## config.mk

```make
export PLATFORM = sky130hd
export DESIGN_NAME = isr_readout
export DESIGN_NICKNAME = d
export VERILOG_FILES = /design/src/isr_pkg.sv /design/src/isr_readout.sv
export SDC_FILE = /design/constraint.sdc
export NUM_CORES = 1
export LEC_CHECK = 0
export BUFFER_PORTS_ARGS = -buffer_cell sky130_fd_sc_hd__buf_4
export CORE_MARGIN = 2
export CORE_UTILIZATION = 40
export DETAILED_ROUTE_END_ITERATION = 10
export GPL_TIMING_DRIVEN = 1
export PLACE_DENSITY_LB_ADDON = 0.25
export SLEW_MARGIN = 15
export SYNTH_ARGS = -nofsm -noshare
export SYNTH_HDL_FRONTEND = slang
export SYNTH_SLANG_ARGS = --single-unit
```

## constraint.sdc

```tcl
create_clock -name sys_clk -period 6.5 [get_ports sys_clk]
set_clock_uncertainty 0.05 [all_clocks]
set_input_delay 1.3 -clock sys_clk [delete_from_list [all_inputs] [get_ports sys_clk]]
set_output_delay 1.3 -clock sys_clk [all_outputs]
set_load 0.005 [all_outputs]
```

## src/isr_pkg.sv

```systemverilog
// constants and types for the image sensor readout block
package isr_pkg;
  // =====================================================
  // register map (serial address, 7 bits)
  localparam logic [6:0] ADDR_PIXEL  = 7'h08;
  localparam logic [6:0] ADDR_EXP_HI = 7'h0E;
  localparam logic [6:0] ADDR_EXP_LO = 7'h0F;
  localparam logic [6:0] ADDR_PROD   = 7'h11;
  // =====================================================
  // pixel array and dump byte layout
  localparam int         PIX_PER_COL = 18;
  localparam int         NUM_COLS    = 18;
  localparam int         NUM_PIX     = PIX_PER_COL * NUM_COLS;
  localparam logic [8:0] LAST_PIX    = 9'(NUM_PIX - 1);
  localparam logic [5:0] PIX_BLACK   = 6'h00;
  localparam logic [5:0] PIX_WHITE   = 6'h3F;
  localparam int         SOF_BIT     = 7;
  localparam int         VALID_BIT   = 6;
  // =====================================================
  // exposure and gain loop
  localparam logic [15:0] EXP_RESET  = 16'h0100;
  localparam logic [15:0] EXP_MIN    = 16'h0010;
  localparam int          EXP_SHIFT  = 4;
  localparam int          EXP_OFFS   = 3476;
  localparam int          CLK_REF_HZ = 24000000;
  localparam int          FRAME_RATE = 1512;
  localparam logic [5:0]  AGC_LOW    = 6'h35;
  localparam logic [5:0]  AGC_HIGH   = 6'h39;
  // =====================================================
  // identification register
  localparam logic [3:0]  ID_RSVD    = 4'hF;
  // =====================================================
  // serial engine states
  typedef enum logic [1:0] {
    SER_ADDR  = 2'b00,
    SER_WDATA = 2'b01,
    SER_RDATA = 2'b11
  } isr_ser_type;
endpackage : isr_pkg

```

## src/isr_readout.sv

```systemverilog
// pixel dump, exposure loop and id registers behind the two-wire port
//
// How it works
// - pixels numbered column-major, 18 per column
// - pixel value is 6 bits, 0 black
// - gain loop keeps frame maximum mid fifties
// - exposure is 16 bits, two byte registers
// - exposure starts at 0x0100 after reset
// - each change is one sixteenth of value, or a clamp to the cap or the 0x0010 floor
// - exposure capped at clock over rate minus 3476
// - default cap is 12397 cycles
// - id register holds inverted 4-bit code
// - pixel write resets pointer to pixel zero
// - dump byte: frame start, valid, value
`timescale 1ns/10ps
`default_nettype none

module isr_fifo #(
  parameter int WIDTH = 7,
  parameter int DEPTH = 16
) (
  // clock, reset, enable
  input  wire logic             sys_clk,
  input  wire logic             nrst,
  input  wire logic             ce,
  // fill side
  input  wire logic             in_valid,
  output logic                  in_ready,
  input  wire logic [WIDTH-1:0] in_data,
  // drain side
  output logic                  out_valid,
  input  wire logic             out_ready,
  output logic      [WIDTH-1:0] out_data
);
  localparam int AW = $clog2(DEPTH);
  logic [WIDTH-1:0] mem [DEPTH];
  logic [AW:0]      wr_ptr;
  logic [AW:0]      rd_ptr;
  wire              do_wr = ce && in_valid && in_ready;
  wire              do_rd = ce && out_valid && out_ready;

  assign in_ready  = (wr_ptr - rd_ptr) != (AW+1)'(DEPTH);
  assign out_valid = wr_ptr != rd_ptr;
  assign out_data  = mem[rd_ptr[AW-1:0]];

  always_ff @(posedge sys_clk)
  begin
    if (do_wr)
      mem[wr_ptr[AW-1:0]] <= in_data;
  end

  always_ff @(posedge sys_clk or negedge nrst)
  begin
    if (!nrst)
    begin
      wr_ptr <= '0;
      rd_ptr <= '0;
    end
    else
    begin
      if (do_wr)
        wr_ptr <= wr_ptr + 1'b1;
      if (do_rd)
        rd_ptr <= rd_ptr + 1'b1;
    end
  end
endmodule : isr_fifo

module isr_readout
  import isr_pkg::*;
#(
  parameter int         SENSOR_CLK_HZ = CLK_REF_HZ,
  parameter int         FRAMES_PER_S  = FRAME_RATE,
  parameter logic [3:0] PRODUCT_CODE  = 4'h5  // arbitrary value
) (
  // clock, reset, enable
  input  wire logic        sys_clk,
  input  wire logic        nrst,
  input  wire logic        ce,
  // two-wire serial port
  input  wire logic        sck,
  input  wire logic        sdio_in,
  output logic             sdio_out,
  output logic             sdio_oe,
  // pixel stream from the array, pixel number order
  input  wire logic        pix_valid,
  output logic             pix_ready,
  input  wire logic        pix_first,
  input  wire logic [5:0]  pix_value,
  // exposure to the array
  output logic      [15:0] exposure
);
  localparam logic [15:0] EXP_MAX =
    16'(SENSOR_CLK_HZ / FRAMES_PER_S - EXP_OFFS);

  // =====================================================
  // pin synchronisers
  logic [1:0] sck_sync;
  logic [1:0] sdi_sync;
  logic       sck_prev;
  always_ff @(posedge sys_clk or negedge nrst)
  begin
    if (!nrst)
    begin
      sck_sync <= 2'b00;
      sdi_sync <= 2'b00;
      sck_prev <= 1'b0;
    end
    else if (ce)
    begin
      sck_sync <= {sck_sync[0], sck};
      sdi_sync <= {sdi_sync[0], sdio_in};
      sck_prev <= sck_sync[1];
    end
  end
  wire sck_rise = sck_sync[1] && !sck_prev;
  wire sck_fall = !sck_sync[1] && sck_prev;

  // =====================================================
  // serial engine
  isr_ser_type ser_state;
  logic [2:0]  bit_cnt;
  logic [7:0]  rx_shift;
  logic [7:0]  tx_shift;
  logic [6:0]  addr;
  wire  [7:0]  rx_byte  = {rx_shift[6:0], sdi_sync[1]};
  wire         byte_end = sck_rise && bit_cnt == 3'h7;
  wire         addr_end = byte_end && ser_state == SER_ADDR;
  wire         load_rd  = addr_end && !rx_byte[7];
  wire         wr_done  = byte_end && ser_state == SER_WDATA;
  wire         wr_pix   = wr_done && addr == ADDR_PIXEL;
  wire         rd_pix   = load_rd && rx_byte[6:0] == ADDR_PIXEL;
  wire         rd_hi    = load_rd && rx_byte[6:0] == ADDR_EXP_HI;
  wire         rd_busy  = ser_state == SER_RDATA;

  assign sdio_out = tx_shift[7];
  assign sdio_oe  = rd_busy;

  always_ff @(posedge sys_clk or negedge nrst)
  begin
    if (!nrst)
    begin
      ser_state <= SER_ADDR;
      bit_cnt   <= 3'h0;
      rx_shift  <= 8'h00;
      addr      <= 7'h00;
    end
    else if (ce && sck_rise)
    begin
      rx_shift <= rx_byte;
      bit_cnt  <= bit_cnt + 3'h1;
      if (bit_cnt == 3'h7)
      begin
        case (ser_state)
          SER_ADDR:
          begin
            addr      <= rx_byte[6:0];
            ser_state <= rx_byte[7] ? SER_WDATA : SER_RDATA;
          end
          default: ser_state <= SER_ADDR;
        endcase
      end
    end
  end

  // =====================================================
  // read data selection
  logic [7:0] exp_lo_latch;
  logic [8:0] ptr;
  logic       grab_valid;
  logic [5:0] grab_value;
  wire  [7:0] pix_byte = {ptr == 9'h000, grab_valid, grab_value};
  wire  [7:0] id_byte  = {ID_RSVD, ~PRODUCT_CODE};
  wire  [7:0] rd_byte  = reg_read(rx_byte[6:0], pix_byte, id_byte);

  function automatic logic [7:0] reg_read(
    input logic [6:0] a,
    input logic [7:0] pix,
    input logic [7:0] id
  );
    logic [7:0] r;
    r = 8'h00;
    case (a)
      ADDR_PIXEL:  r = pix;
      ADDR_EXP_HI: r = exposure[15:8];
      ADDR_EXP_LO: r = exp_lo_latch;
      ADDR_PROD:   r = id;
      default:     r = 8'h00;
    endcase
    return r;
  endfunction : reg_read

  // first bit is already out when the host samples, so no shift before
  always_ff @(posedge sys_clk or negedge nrst)
  begin
    if (!nrst)
      tx_shift <= 8'h00;
    else if (ce)
    begin
      if (load_rd)
        tx_shift <= rd_byte;
      else if (sck_fall && rd_busy && bit_cnt != 3'h0)
        tx_shift <= {tx_shift[6:0], 1'b0};
    end
  end

  // low byte frozen at high read
  always_ff @(posedge sys_clk or negedge nrst)
  begin
    if (!nrst)
      exp_lo_latch <= EXP_RESET[7:0];
    else if (ce && rd_hi)
      exp_lo_latch <= exposure[7:0];
  end

  // =====================================================
  // pixel stream buffer
  logic       fb_valid;
  logic [6:0] fb_data;
  // any register read in flight holds the stream so the grabber stays put
  wire        fb_ready = !rd_busy;
  wire        fb_take  = ce && fb_valid && fb_ready;
  wire        fb_first = fb_data[6];
  wire  [5:0] fb_value = fb_data[5:0];

  isr_fifo #(
    .WIDTH (7),
    .DEPTH (16)
  ) u_fifo (
    .sys_clk   (sys_clk),
    .nrst      (nrst),
    .ce        (ce),
    .in_valid  (pix_valid),
    .in_ready  (pix_ready),
    .in_data   ({pix_first, pix_value}),
    .out_valid (fb_valid),
    .out_ready (fb_ready),
    .out_data  (fb_data)
  );

  // =====================================================
  // frame position and pixel grabber
  logic [8:0] idx;
  logic [5:0] frame_max;
  logic       armed;
  wire  [8:0] cur_idx   = fb_first ? 9'h000 : idx;
  wire  [5:0] cur_max   = (fb_first || fb_value > frame_max) ? fb_value : frame_max;
  wire        frame_end = fb_take && cur_idx == LAST_PIX;
  wire        grab      = fb_take && armed && !grab_valid && cur_idx == ptr;

  // index counts up each column, then next column
  always_ff @(posedge sys_clk or negedge nrst)
  begin
    if (!nrst)
    begin
      idx       <= 9'h000;
      frame_max <= PIX_BLACK;
    end
    else if (fb_take)
    begin
      idx       <= (cur_idx == LAST_PIX) ? 9'h000 : cur_idx + 9'h001;
      frame_max <= cur_max;
    end
  end

  always_ff @(posedge sys_clk or negedge nrst)
  begin
    if (!nrst)
    begin
      ptr        <= 9'h000;
      grab_valid <= 1'b0;
      grab_value <= PIX_BLACK;
      armed      <= 1'b0;
    end
    else if (ce)
    begin
      if (wr_pix)
      begin
        ptr        <= 9'h000;
        grab_valid <= 1'b0;
        armed      <= 1'b1;
      end
      else if (rd_pix)
      begin
        armed <= 1'b1;
        if (grab_valid)
        begin
          grab_valid <= 1'b0;
          ptr        <= (ptr == LAST_PIX) ? 9'h000 : ptr + 9'h001;
        end
        else if (grab)
        begin
          // capture wins over an empty read in the same cycle
          grab_value <= fb_value;
          grab_valid <= 1'b1;
        end
      end
      else if (grab)
      begin
        grab_value <= fb_value;
        grab_valid <= 1'b1;
      end
    end
  end

  // =====================================================
  // automatic gain loop, one step per frame
  logic        seen_frame;
  wire  [15:0] exp_step = exposure >> EXP_SHIFT;
  wire  [16:0] exp_up   = {1'b0, exposure} + {1'b0, exp_step};
  wire  [15:0] exp_dn   = exposure - exp_step;
  wire  [15:0] next_up  = (exp_up > {1'b0, EXP_MAX}) ? EXP_MAX : exp_up[15:0];
  wire  [15:0] next_dn  = (exp_dn < EXP_MIN) ? EXP_MIN : exp_dn;

  always_ff @(posedge sys_clk or negedge nrst)
  begin
    if (!nrst)
    begin
      exposure   <= EXP_RESET;
      seen_frame <= 1'b0;
    end
    else if (frame_end)
    begin
      seen_frame <= 1'b1;
      if (cur_max > AGC_HIGH)
        exposure <= next_dn;
      else if (cur_max < AGC_LOW)
        exposure <= next_up;
    end
  end

  // =====================================================
  // checks
  // cap never exceeded
  AST_EXP_CAP: assert property (@(posedge sys_clk) disable iff (!nrst)
    exposure <= EXP_MAX) else $error("exposure above cap");
  AST_CAP_DEFAULT: assert property (@(posedge sys_clk) disable iff (!nrst)
    (SENSOR_CLK_HZ != CLK_REF_HZ || FRAMES_PER_S != FRAME_RATE
     || EXP_MAX == 16'h306D)) else $error("default cap wrong");
  // start value holds until first frame
  AST_EXP_START: assert property (@(posedge sys_clk) disable iff (!nrst)
    !seen_frame |-> exposure == EXP_RESET) else $error("exposure start wrong");
  // change is one sixteenth or clamp
  AST_EXP_STEP: assert property (@(posedge sys_clk) disable iff (!nrst)
    $changed(exposure) |-> (exposure == $past(exposure) + ($past(exposure) >> 4))
      || (exposure == $past(exposure) - ($past(exposure) >> 4))
      || exposure == EXP_MAX || exposure == EXP_MIN) else $error("bad exposure step");
  AST_AGC_DOWN: assert property (@(posedge sys_clk) disable iff (!nrst)
    frame_end && cur_max > AGC_HIGH && exposure > EXP_MIN
    |=> exposure < $past(exposure)) else $error("agc did not lower");
  AST_WR_REWIND: assert property (@(posedge sys_clk) disable iff (!nrst)
    wr_pix |=> ptr == 9'h000 && !grab_valid ##1 pix_byte[SOF_BIT])
    else $error("pixel pointer not rewound");
  AST_DUMP_BYTE: assert property (@(posedge sys_clk) disable iff (!nrst)
    rd_pix |=> tx_shift == {$past(ptr) == 9'h000, $past(grab_valid), $past(grab_value)})
    else $error("dump byte wrong");
  AST_PTR_RANGE: assert property (@(posedge sys_clk) disable iff (!nrst)
    ptr <= LAST_PIX && idx <= LAST_PIX) else $error("pixel index out of range");
  // latched low byte matches high read
  AST_LO_LATCH: assert property (@(posedge sys_clk) disable iff (!nrst)
    rd_hi |=> exp_lo_latch == $past(exposure[7:0])) else $error("low byte not latched");
  AST_ID_BYTE: assert property (@(posedge sys_clk) disable iff (!nrst)
    load_rd && rx_byte[6:0] == ADDR_PROD |=> tx_shift == {4'hF, ~PRODUCT_CODE})
    else $error("id byte wrong");

  COV_PIX_GRAB:   cover property (@(posedge sys_clk) disable iff (!nrst) grab ##[1:400] rd_pix);
  COV_EXP_UP:     cover property (@(posedge sys_clk) disable iff (!nrst)
    frame_end && cur_max < AGC_LOW);
  COV_PTR_WRAP:   cover property (@(posedge sys_clk) disable iff (!nrst)
    rd_pix && grab_valid && ptr == LAST_PIX);
  COV_FIFO_FULL:  cover property (@(posedge sys_clk) disable iff (!nrst) !pix_ready);
endmodule : isr_readout

`default_nettype wire

```

Word level (Yosys, flattened, before mapping)
Memory sizes are Yosys's and may differ from the RTL's.
Cells that the tools add are included.

storage, ports and cells
  register bits = 98
  memory bits (writable) = 112
  output and inout bits = 19
  logic and storage cells = 118
  memories kept = 1

memory list
  memory      words  width  read ports  clocked after Yosys merged registers in  wr ports  line               RTL
  u_fifo.mem  16     7      1           0                                        1         isr_readout.sv:36  logic [WIDTH-1:0] mem [DEPTH];

cells by class
  add/sub/neg operators = 8
  $lt $le $gt $ge = 5
  equal/unequal tests = 14
  multiplexer cells = 28
  bitwise operators = 1
  reductions and logical operators = 43

operators with widths
  cell                    count
  $mux W16                4
  $mux W9                 6
  $pmux W8 S4             1
  $eq A7 B4 Y1 const B    4
  $mux W6                 4
  $logic_and A1 B1 Y1     21
  $add A9 B1 Y9 const B   2
  $eq A9 B9 Y1 const B    2
  $add A16 B12 Y17        1
  $gt A17 B14 Y1 const B  1
  $lt A16 B5 Y1 const B   1
  $mux W8                 2
  $sub A16 B12 Y16        1
  $add A5 B1 Y5 const B   2
  $reduce_and A2 Y1       5
  $eq A9 B9 Y1            1
  $logic_not A9 Y1        1
  $mux W1                 9
  $reduce_and A3 Y1       3
  $reduce_bool A2 Y1      4
  $eq A7 B5 Y1 const B    1
  $gt A6 B6 Y1            1
  $gt A6 B6 Y1 const B    1
  $lt A6 B6 Y1 const B    1
  14 further kinds        20

Logic depth before layout (Yosys ltp)
Gate-level depths: netlist of run 1.

  depth in word-level cells = 10
  mapped depth = 18

By module
A second synthesis of run 1 with hierarchy kept.

second synthesis, totals
  cell total of the unflattened synthesis = 1027
  area, all modules = 11638.7 um2

by module, submodules not included
  module       times used  cells an instance  area an instance (um2)  seq. area each (um2)
  isr_readout  1           729                6438.7                  2203.4
  isr_fifo     1           298                5200.0                  3613.5

Least setup slack after synthesis of run 1
OpenSTA, ideal clock, no wires.

  kind = register to register
  start = register u_fifo.rd_ptr[0]
  end = register exposure[11]
  setup time = 0.131 ns
  arrival time = 3.523 ns
  required time = 6.319 ns
  setup slack = 2.796 ns
  cell stages (with the launch flop) = 16
  path buffers = 4
  period minus slack after synthesis = 3.704 ns
  path through = dfrtp_1 > buf_6 > buf_6 > buf_6 > mux4_2 > a22oi_1 > nand2_1 > ha_1 > nand4_1 > or2_2 > a2111oi_2 > a41o_1 > buf_2 > nor2_1 > a221oi_1 > a21oi_1

between the ends
  longest elaborated chain between the ends = 7

RTL lines
  item                                          line                                    RTL
  from (decl)                                   isr_readout.sv:38                       logic [AW:0] rd_ptr;
  from (signal assigned)                        isr_readout.sv:64                       rd_ptr <= rd_ptr + 1'b1;
  $mem_v2 Z16 W7 (*)                            -
  via fb_data[5]                                isr_readout.sv:219                      logic [6:0] fb_data;
  $gt A6 B6 Y1                                  isr_readout.sv:247                      wire [5:0] cur_max = (fb_first || fb_value > frame_max) ? fb_value : frame_max;
  $logic_or A1 B1 Y1                            isr_readout.sv:247
  $mux W6 (*)                                   isr_readout.sv:247
  $gt A6 B6 Y1 or $lt A6 B6 Y1 (tied branches)  isr_readout.sv:325, isr_readout.sv:327
  $reduce_bool A2 Y1 (no source line)           -
  $reduce_and A2 Y1 (no source line)            -
  to (signal assigned)                          isr_readout.sv:326                      exposure <= next_dn;
  to (signal assigned)                          isr_readout.sv:328                      exposure <= next_up;
  to (decl)                                     isr_readout.sv:91                       output logic [15:0] exposure

The timed path passes the listed nets; every way through them passes the cells marked *.
A chain may end at the register's enable or synchronous reset.

Final worst setup path of run 1
  start = register u_fifo.rd_ptr[1]
  end = register exposure[15]

Same word-level chain as after synthesis.

==> impl_metrics.yaml, run 1 <==
outcome:
  outcome: "finished, final reports clean"
clock_network:
  cts_tree: "built"
  clkTransAtPathRegs_ns: 0.06
  htreeDepth: 1
  cts_resized: 0
  clk-insertion-delay-late_ns: 0.52
  cts_root_buf: "clkbuf_16"
  post-cts-setup-buffers: 0
  ctsHoldBuffers: 0
  cts_sinks: 210
  cts_buffers: 23
  clock_path_buffers: 3
timing:
  drv_slew: 0
  setup_viol: 0
  post-route-min-period_ns: 4.88
  fmax_ghz: 0.205
  fin_setup_tns_ns: 0
  holdWs_ns: 0.418
  period_share_pct: 75.0
  slew_headroom_pct: 28.5
  rsz0062_at_grt: "false"
  tightest_slew_ns: 1.06
  hold_violations: 0
pwr:
  powerDensity_nw_per_um2: 355
  p_leak_uw: 0.00492
  ir_drop_mv: 0.191
global_route:
  grt_pass1_wl_um: 42800
  track_usage_pct: 18.1
  antenna_found_initial: 1
  grt_max_degree: 69
  grt_remaining_overflow: 0
  grt_pass1_vias: 7681
critical_path:
  cp_cell_sequence: "buf_4 > mux4_2 > mux2_2 > nor2_1 > nor2_1 > ha_1 > nand2_1 > or2_2 > a2111oi_2 > a41o_1 > nand3_1 > or3_1 > o21ai_1"
  crit_end: "exposure[15]$_DFFE_PN0P_"
  path_delay_family: "compound AO/OA/AOI/OAI gates"
  slowest_stage: "dfrtp_1"
  regToRegSetupSlack_ns: 1.62
  crit_path_max_incr_delay_ns: 0.85
  cp_common_cell: "nor2_1"
  critPathLaunch: "u_fifo.rd_ptr[1]$_DFFE_PN0P_"
  reg2regPathDepth: 13
  crit_type: "reg2reg"
  crit_buf_inv: 1
  cp-end-kind: "register"
  cp_data_arrival_time_ns: 5.26
  cp.depth: 13
  startpoint_type: "register"
  r2r_start: "u_fifo.rd_ptr[1]$_DFFE_PN0P_"
  critPathMaxFanout: 24
  crit_required_ns: 6.88
  timing.rr.end: "exposure[15]$_DFFE_PN0P_"
logic_synthesis:
  netlist_instances: 977
  ys_seq_area_share_pct: 51.3
  yosysUniqueCellTypes: 84
  avgSynthCellArea_um2: 11.6
  ys_seq_elements: 210
  yosys_warnings: 0
  syn_nets: 1037
  synth-main-ff-cell: "edfxtp_1"
  synth_area_um2: 11300
  synth-async-reset-ratio_pct: 46.7
  synth-edff-count: 112
drt:
  drt_first_iter_violations: 576
  wl_um: 25900
  vias_per_cell: 5.64
  dr_total_vias: 7850
  drtPass1Iterations: 4
  antenna_left: 0
  drc: 0
  drt-wirelength-per-cell_um: 18.6
floorplan:
  core_area_um2: 27900
  die_width_um: 172
  start_util_pct: 40.7
  num_io_pins: 32
  rows: 61
  die-height_um: 172
  dieArea_um2: 29700
min_path:
  min_path_type: "reg2reg"
final_layout:
  n_antenna_cell: 0
  final.fill_count: 2537
  synthToLayoutAreaGrowth_pct: 12.1
  drive_gt1_share_pct: 15.7
  multiInputGateArea_um2: 5100
  seq_area_um2: 5820
  nNetsFinal: 1059
run:
  max_cap_viol_count: 0
placed_design:
  io_buffers: 31
  gp_congestion: 0.860
  hpwl_um: 18400
==> logic make-up (layout without fill, tap and decap cells) <==
family,count (synthesis),after routing,share of synthesized area [%]
compound gates,220,220,13.5
xor+xnor,32,32,2.47
fa+ha+maj,47,47,5.32
buf+inv,95,133,3.63
flops,210,210,51.3
mux,88,88,11.4
simple gates,285,285,12.3
==> worst register-to-register path, stage by stage, from the launching register on <==
cell	delay (ns)
dfrtp_1	0.85
buf_4	0.38
mux4_2	0.53
mux2_2	0.29
nor2_1	0.13
nor2_1	0.09
ha_1	0.30
nand2_1	0.04
or2_2	0.30
a2111oi_2	0.45
a41o_1	0.73
nand3_1	0.18
or3_1	0.37
o21ai_1	0.09
==> per-layer routing <==
metal,up-vias,track usage [%],part of all wire [%]
met5,-,0,0
met4,0,3.43,1.7
met3,36,2.36,3.8
met2,174,29.3,47
met1,3929,26.5,47
li1,3711,-,-
==> flip-flops by register name (all words and copies together), names as in the netlist <==
name / flops
addr: 7
armed: 1
bit_cnt: 3
exp_lo_latch: 8
exposure: 16
frame_max: 6
grab_valid: 1
grab_value: 6
idx: 9
ptr: 9
rx_shift: 7
sck_prev: 1
sck_sync: 2
sdi_sync: 2
ser_state: 2
tx_shift: 8
u_fifo.mem: 112
u_fifo.rd_ptr: 5
u_fifo.wr_ptr: 5
==> Yosys cell counts (all sizes together) (5+ instances only) <==
| cell type | count | area, um2 |
|---|---|---|
| o221ai | 10 | 87.6 |
| mux2i | 21 | 223 |
| edfxtp | 112 | 3360 |
| a21o | 10 | 75.1 |
| a2111oi | 5 | 56.3 |
| dfrtp | 97 | 2430 |
| o21ai | 57 | 285 |
| nand3 | 18 | 90.1 |
| nor2 | 80 | 300 |
| a22oi | 7 | 52.6 |
| buf | 22 | 138 |
| nor2b | 17 | 106 |
| nor4 | 8 | 65.1 |
| nand2 | 77 | 289 |
| o31ai | 11 | 87.6 |
| o211ai | 5 | 37.5 |
| nor3 | 23 | 131 |
| nand4 | 14 | 87.6 |
| ha | 45 | 563 |
| mux2 | 39 | 439 |
| or3 | 10 | 62.6 |
| xnor2 | 29 | 254 |
| a211oi | 10 | 85.1 |
| nand2b | 14 | 87.6 |
| a221oi | 8 | 87.6 |
| mux4 | 28 | 631 |
| inv | 48 | 180 |
| a31oi | 9 | 56.3 |
| a21oi | 42 | 210 |
| clkbuf | 23 | 86.3 |
==> worst min-delay path by stage <==
| stage | depth (start not counted) | to | start |
|---|---|---|---|
| 2_1_floorplan | 1 | armed$_DFFE_PN0P_ | armed$_DFFE_PN0P_ |
| 3_3_place_gp | 1 | armed$_DFFE_PN0P_ | armed$_DFFE_PN0P_ |
| 3_5_place_dp | 1 | armed$_DFFE_PN0P_ | armed$_DFFE_PN0P_ |
| 4_1_cts | 1 | armed$_DFFE_PN0P_ | armed$_DFFE_PN0P_ |
| 5_1_grt | 1 | armed$_DFFE_PN0P_ | armed$_DFFE_PN0P_ |
| 6_report | 1 | armed$_DFFE_PN0P_ | armed$_DFFE_PN0P_ |
==> cell type report <==
class                   count  area share (%)
repair buffers             42            2.48
clock buffers              30            4.97
clock inverters            11            1.35
flip-flops and latches    210            45.8
well taps                 378            3.72
inverters                  50            1.48
multi-input cells         672            40.2
==> cells in the final DEF, fill, tap and decap left out, drive strengths merged, types with 17 or more instances in the layout <==
cell,n
mux2i,21
a21oi,42
edfxtp,112
nor2b,17
nor3,23
xnor2,29
mux2,39
inv,50
dfrtp,97
nor2,80
nand2,77
mux4,28
nand3,18
buf,42
ha,45
o21ai,57
clkbuf,30
==> power by group <==
part / internal (uW) / switching (uW) / total (uW)
Combinational: 621 / 718 / 1340
Sequential: 1570 / 226 / 1800
Clock: 848 / 522 / 1370
Total: 3040 / 1470 / 4510
==> stage by stage <==
step                      power (uW)  utilization (%)  area, um2  setup slack [ns]  cells
after global placement          3140             42.7      11900              1.79   1352
after detailed placement        3170             42.7      11900              1.61   1352
after CTS                       4560             45.6      12700              1.55   1393
after floorplan                 2860                -      11300              2.80    977
after global routing            4800             45.6      12700              1.18   1393
final                           4510             45.6      12700              1.62   1393
Power figures use the tool's default switching activity.
==> run 2, diff against run 1 <==
clock period = 4.07 ns   (was 6.5 ns; I/O delays follow)
==> impl_metrics.yaml, run 2 (synthesis results as in run 1) <==
drt:
  drt-wirelength-per-cell_um: 18.6
  drtPass1Iterations: 5
  wl_um: 27000
  drc: 0
  drt_first_iter_violations: 729
  vias_per_cell: 5.55
  dr_total_vias: 8049
  antenna_left: 0
clock_network:
  cts_sinks: 210
  cts_tree: "built"
  clock_path_buffers: 3
  cts_buffers: 22
  clk-insertion-delay-late_ns: 0.51
  ctsHoldBuffers: 0
  cts_root_buf: "clkbuf_16"
  htreeDepth: 1
  clkTransAtPathRegs_ns: 0.07
floorplan:
  die_width_um: 172
  start_util_pct: 40.7
  num_io_pins: 32
  dieArea_um2: 29700
  core_area_um2: 27900
  rows: 61
  die-height_um: 172
timing:
  tightest_slew_ns: 0.907
  fmax_ghz: 0.253
  slew_headroom_pct: 39.6
  setup_viol: 0
  fin_setup_tns_ns: 0
  drv_slew: 0
  hold_violations: 0
  period_share_pct: 97.1
  post-route-min-period_ns: 3.95
critical_path:
  path_delay_family: "compound AO/OA/AOI/OAI gates"
  crit_path_max_incr_delay_ns: 0.53
  cp_common_cell: "a21oi_1"
  crit_buf_inv: 3
  startpoint_type: "register"
  slowest_stage: "mux4_2"
  crit_type: "reg2reg"
  critPathMaxFanout: 11
  cp_data_arrival_time_ns: 4.30
  crit_required_ns: 4.42
  cp-end-kind: "register"
  cp_cell_sequence: "buf_12 > mux4_2 > mux2i_2 > mux2i_1 > ha_1 > a21o_1 > a21oi_1 > o221ai_2 > a21o_1 > nor4_2 > a21oi_1 > o211ai_1 > buf_6 > buf_4 > a21oi_1 > a22o_1"
pwr:
  swShare_pct: 33.7
  seqPwrFrac_pct: 37.8
  ir_drop_mv: 0.402
  combPwrFrac_pct: 35.0
  powerDensity_nw_per_um2: 562
  p_leak_uw: 0.00519
  p_sw_uw: 2500
  pwr-share-clk_pct: 27.2
  p_int_uw: 4920
run:
  max_cap_viol_count: 0
placed_design:
  gp_congestion: 0.891
  hpwl_um: 18900
  dpl_cell_area_um2: 12300
  io_buffers: 31
final_layout:
  nNetsFinal: 1116
  final_common_cell: "edfxtp_1"
  n_antenna_cell: 0
  drive_gt1_share_pct: 20.9
  largest_reg_flops: 112
  final.fill_count: 2561
  final_cell_mix: "edfxtp_1 (112), dfrtp_1 (94), buf_4 (93), nor2_1 (80), nand2_1 (76)"
  postLayoutCellArea_um2: 13200
  synthToLayoutAreaGrowth_pct: 16.4
min_path:
  min_path_type: "in2async"
global_route:
  grt_remaining_overflow: 0
  grt_pass1_vias: 7951
  track_usage_pct: 18.3
  grt_pass1_wl_um: 43000
  antenna_found_initial: 0
  grt_max_degree: 71
outcome:
  outcome: "finished, final reports clean"
==> run 2: changes by cell type in the layout (fill, tap and decap cells not counted), sizes merged <==
cell,delta
buf,+56
clkbuf,+4
bufinv,-2
clkinv,-1
inv,-1
==> run 2: what timing repair did <==
| item | CTS | global route |
|---|---|---|
| buffers inserted | 0 | 7 |
| setup endpoints to repair | 0 | 17 |
| gates resized for setup | 0 | 16 |
==> run 2: final timing paths <==
check	startpoint	end	slack [ns]	depth (start not counted)
worst max register to register	u_fifo.rd_ptr[0]$_DFFE_PN0P_	exposure[5]$_DFFE_PN0P_	0.12	16
worst min-delay path	nrst	bit_cnt[0]$_DFFE_PN0P_	0.38	1
worst max-delay path	u_fifo.rd_ptr[0]$_DFFE_PN0P_	exposure[5]$_DFFE_PN0P_	0.12	16
max in group asynchronous	nrst	exposure[8]$_DFFE_PN1P_	2.75	2
worst min register to register	armed$_DFFE_PN0P_	armed$_DFFE_PN0P_	0.41	1
min in group sys_clk	armed$_DFFE_PN0P_	armed$_DFFE_PN0P_	0.41	1
==> run 2: power groups by stage <==
| stage | registers [uW] | logic (uW) | clock network, uW |
|---|---|---|---|
| 6_report | 2810 | 2590 | 2010 |
| 5_1_grt | 2850 | 2880 | 2140 |
| 4_1_cts | 2790 | 2380 | 2060 |
| 3_5_place_dp | 2830 | 2370 | 0 |
| 3_3_place_gp | 2830 | 2330 | 0 |
| 2_1_floorplan | 2690 | 1880 | 0 |
==> run 2: through the flow <==
| step | hold WS, ns | power (uW) | instances | worst slack [ns] | util [%] |
|---|---|---|---|---|---|
| final | 0.384 | 7410 | 1449 | 0.116 | 47.3 |
| after global routing | 0.450 | 7870 | 1449 | -0.0634 | 47.3 |
| after CTS | 0.413 | 7240 | 1439 | 0.0319 | 46.7 |
| after detailed placement | 0.397 | 5200 | 1400 | 0.0709 | 44.1 |
| after global placement | 0.393 | 5160 | 1400 | 0.136 | 44.1 |
| after floorplan | 0.375 | 4570 | 977 | 0.366 | - |
==> run 2: per-layer routing <==
layer | vias to the layer above | track usage [%] | wire, um
met5 | - | 0 | 0
met1 | 4006 | 25.4 | 12500
li1 | 3824 | - | -
met4 | 0 | 4.27 | 486
met2 | 179 | 31.0 | 13000
met3 | 40 | 1.92 | 980
==> run 2: layout make-up <==
type                       instances  area, um2  area share [%]
timing repair buffer             100        820            6.21
clock buffer                      32        618            4.69
multi-input combinational        672       5170            39.2
sequential                       210       5820            44.1
tap                              378        473            3.59
clock inverter                     7        104           0.787
inverter                          50        188            1.42
==> run 2: worst register-to-register path, cell delays in order, from the launching register on <==
cell and delay (ns):
dfrtp_2 0.46, buf_12 0.19, mux4_2 0.54, mux2i_2 0.20, mux2i_1 0.13, ha_1 0.34
a21o_1 0.16, a21oi_1 0.21, o221ai_2 0.17, a21o_1 0.25, nor4_2 0.25, a21oi_1 0.07
o211ai_1 0.26, buf_6 0.18, buf_4 0.14, a21oi_1 0.04, a22o_1 0.20
==> run 3, diff against run 2 <==
clock period = 4.1 ns   (was 4.07 ns; I/O delays follow)
==> impl_metrics.yaml, run 3 (synthesis results as in run 1) <==
drt:
  wl_um: 26800
  drt_first_iter_violations: 551
  dr_total_vias: 8022
  antenna_left: 0
  drc: 0
  vias_per_cell: 5.54
  drt-wirelength-per-cell_um: 18.5
  drtPass1Iterations: 5
clock_network:
  htreeDepth: 1
  clock_path_buffers: 3
  cts_tree: "built"
  cts_buffers: 24
  clkTransAtPathRegs_ns: 0.07
  cts_sinks: 210
  clk-insertion-delay-late_ns: 0.52
  cts_root_buf: "clkbuf_16"
  ctsHoldBuffers: 0
placed_design:
  gp_congestion: 0.876
  io_buffers: 31
  hpwl_um: 19000
  placed_cells: 1399
critical_path:
  timing.rr.end: "exposure[0]$_DFFE_PN0P_"
  critPathMaxFanout: 16
  crit_required_ns: 4.46
  reg2regPathDepth: 12
  r2r_start: "exposure[8]$_DFFE_PN1P_"
  cp-end-kind: "register"
  crit_type: "reg2reg"
  cp_data_arrival_time_ns: 4.28
  startpoint_type: "register"
  crit_end: "exposure[0]$_DFFE_PN0P_"
  critPathLaunch: "exposure[8]$_DFFE_PN1P_"
  regToRegSetupSlack_ns: 0.18
final_layout:
  final_cells: 1448
  final_common_cell: "edfxtp_1"
  n_antenna_cell: 0
  largest_reg_flops: 112
  final_cell_mix: "edfxtp_1 (112), dfrtp_1 (95), buf_4 (88), nor2_1 (80), nand2_1 (77)"
  final.fill_count: 2485
  nNetsFinal: 1113
  finish.utilization_pct: 47.8
  multiInputGateArea_um2: 5140
  drive_gt1_share_pct: 21.0
  seq_area_um2: 5820
  synthToLayoutAreaGrowth_pct: 17.5
pwr:
  p_leak_uw: 0.00525
  ir_drop_mv: 0.467
  seqPwrFrac_pct: 35.8
  p_sw_uw: 2490
  p_int_uw: 5220
  swShare_pct: 32.3
  pwr-share-clk_pct: 31.3
  powerDensity_nw_per_um2: 579
  combPwrFrac_pct: 32.9
timing:
  slew_headroom_pct: 34.7
  holdWs_ns: 0.222
  post-route-min-period_ns: 3.92
  fmax_ghz: 0.255
  period_share_pct: 95.6
  hold_violations: 0
  fin_setup_tns_ns: 0
  drv_slew: 0
  setup_viol: 0
  tightest_slew_ns: 0.970
floorplan:
  start_util_pct: 40.7
  die-height_um: 172
  num_io_pins: 32
  core_area_um2: 27900
  rows: 61
  die_width_um: 172
  dieArea_um2: 29700
min_path:
  min_path_type: "in2async"
global_route:
  grtUsageMet1_pct: 25.7
  antenna_found_initial: 0
  grt_use_met2_pct: 30.4
  grt_pass1_vias: 7762
  track_usage_pct: 18.1
  met3_usage_pct: 2.24
  grt_max_degree: 37
  grt_remaining_overflow: 0
  grt_pass1_wl_um: 42700
  grt.busiest_layer: "met2"
outcome:
  outcome: "finished, final reports clean"
run:
  max_cap_viol_count: 0
run 3: cell count changes in the layout (fill, tap and decap cells not counted), sizes merged:
cell      before  now
buf           98   93
bufinv         2    6
clkbuf        34   30
clkinv         6    9
clkinvlp       0    1
run 3: how the worst min path moves through the flow:
stage | from | endpoint | slack, ns | cells past startpoint
floorplan | armed$_DFFE_PN0P_ | armed$_DFFE_PN0P_ | 0.38 | 1
global placement | armed$_DFFE_PN0P_ | armed$_DFFE_PN0P_ | 0.39 | 1
detailed placement | armed$_DFFE_PN0P_ | armed$_DFFE_PN0P_ | 0.40 | 1
CTS | nrst | u_fifo.wr_ptr[1]$_DFFE_PN0P_ | 0.22 | 1
global route | nrst | idx[3]$_DFFE_PN0P_ | 0.24 | 1
finish | nrst | idx[3]$_DFFE_PN0P_ | 0.22 | 1
run 3: through the flow:
stage          area [um2]  worst slack, ns  power [uW]
3_3_place_gp        12300            0.182        5150
5_1_grt             13300          -0.0115        8170
2_1_floorplan       11300            0.396        4540
3_5_place_dp        12300            0.192        5190
6_report            13300            0.178        7700
4_1_cts             13200            0.117        7620
run 3: cell type report:
cell class	instances	area share (%)
Multi-Input combinational cell	672	38.6
Clock buffer	28	4.92
Inverter	50	1.41
Timing Repair Buffer	95	5.89
Clock inverter	15	1.89
Tap cell	378	3.55
Sequential cell	210	43.7
run 3: per-layer routing:
| layer | vias up | part of all wire (%) |
|---|---|---|
| met5 | - | 0 |
| met2 | 159 | 48 |
| met3 | 30 | 3.3 |
| li1 | 3829 | - |
| met1 | 4004 | 48 |
| met4 | 0 | 1.5 |
run 3: worst max-delay path: stages, from the launching register on:
cell and delay [ns]:
dfstp_2 0.53, buf_4 0.17, ha_1 0.42, or3_1 0.46, a2111oi_1 0.45, buf_4 0.20, nor2_1 0.07, xnor2_1 0.15
a2111oi_0 0.43, a21oi_1 0.28, buf_4 0.23, o21a_1 0.17, o31ai_1 0.22
run 3: power by group through the flow:
| stage | combinational [uW] | clock, uW | sequential, uW |
|---|---|---|---|
| 3_3_place_gp | 2360 | 0 | 2790 |
| 6_report | 2530 | 2410 | 2760 |
| 2_1_floorplan | 1870 | 0 | 2670 |
| 4_1_cts | 2410 | 2450 | 2750 |
| 3_5_place_dp | 2400 | 0 | 2790 |
| 5_1_grt | 2820 | 2550 | 2800 |
run 3: repair_timing:
action,4_1_cts,5_1_grt
gates resized for setup,0,11
setup endpoints to repair,0,12
buffers inserted,0,4
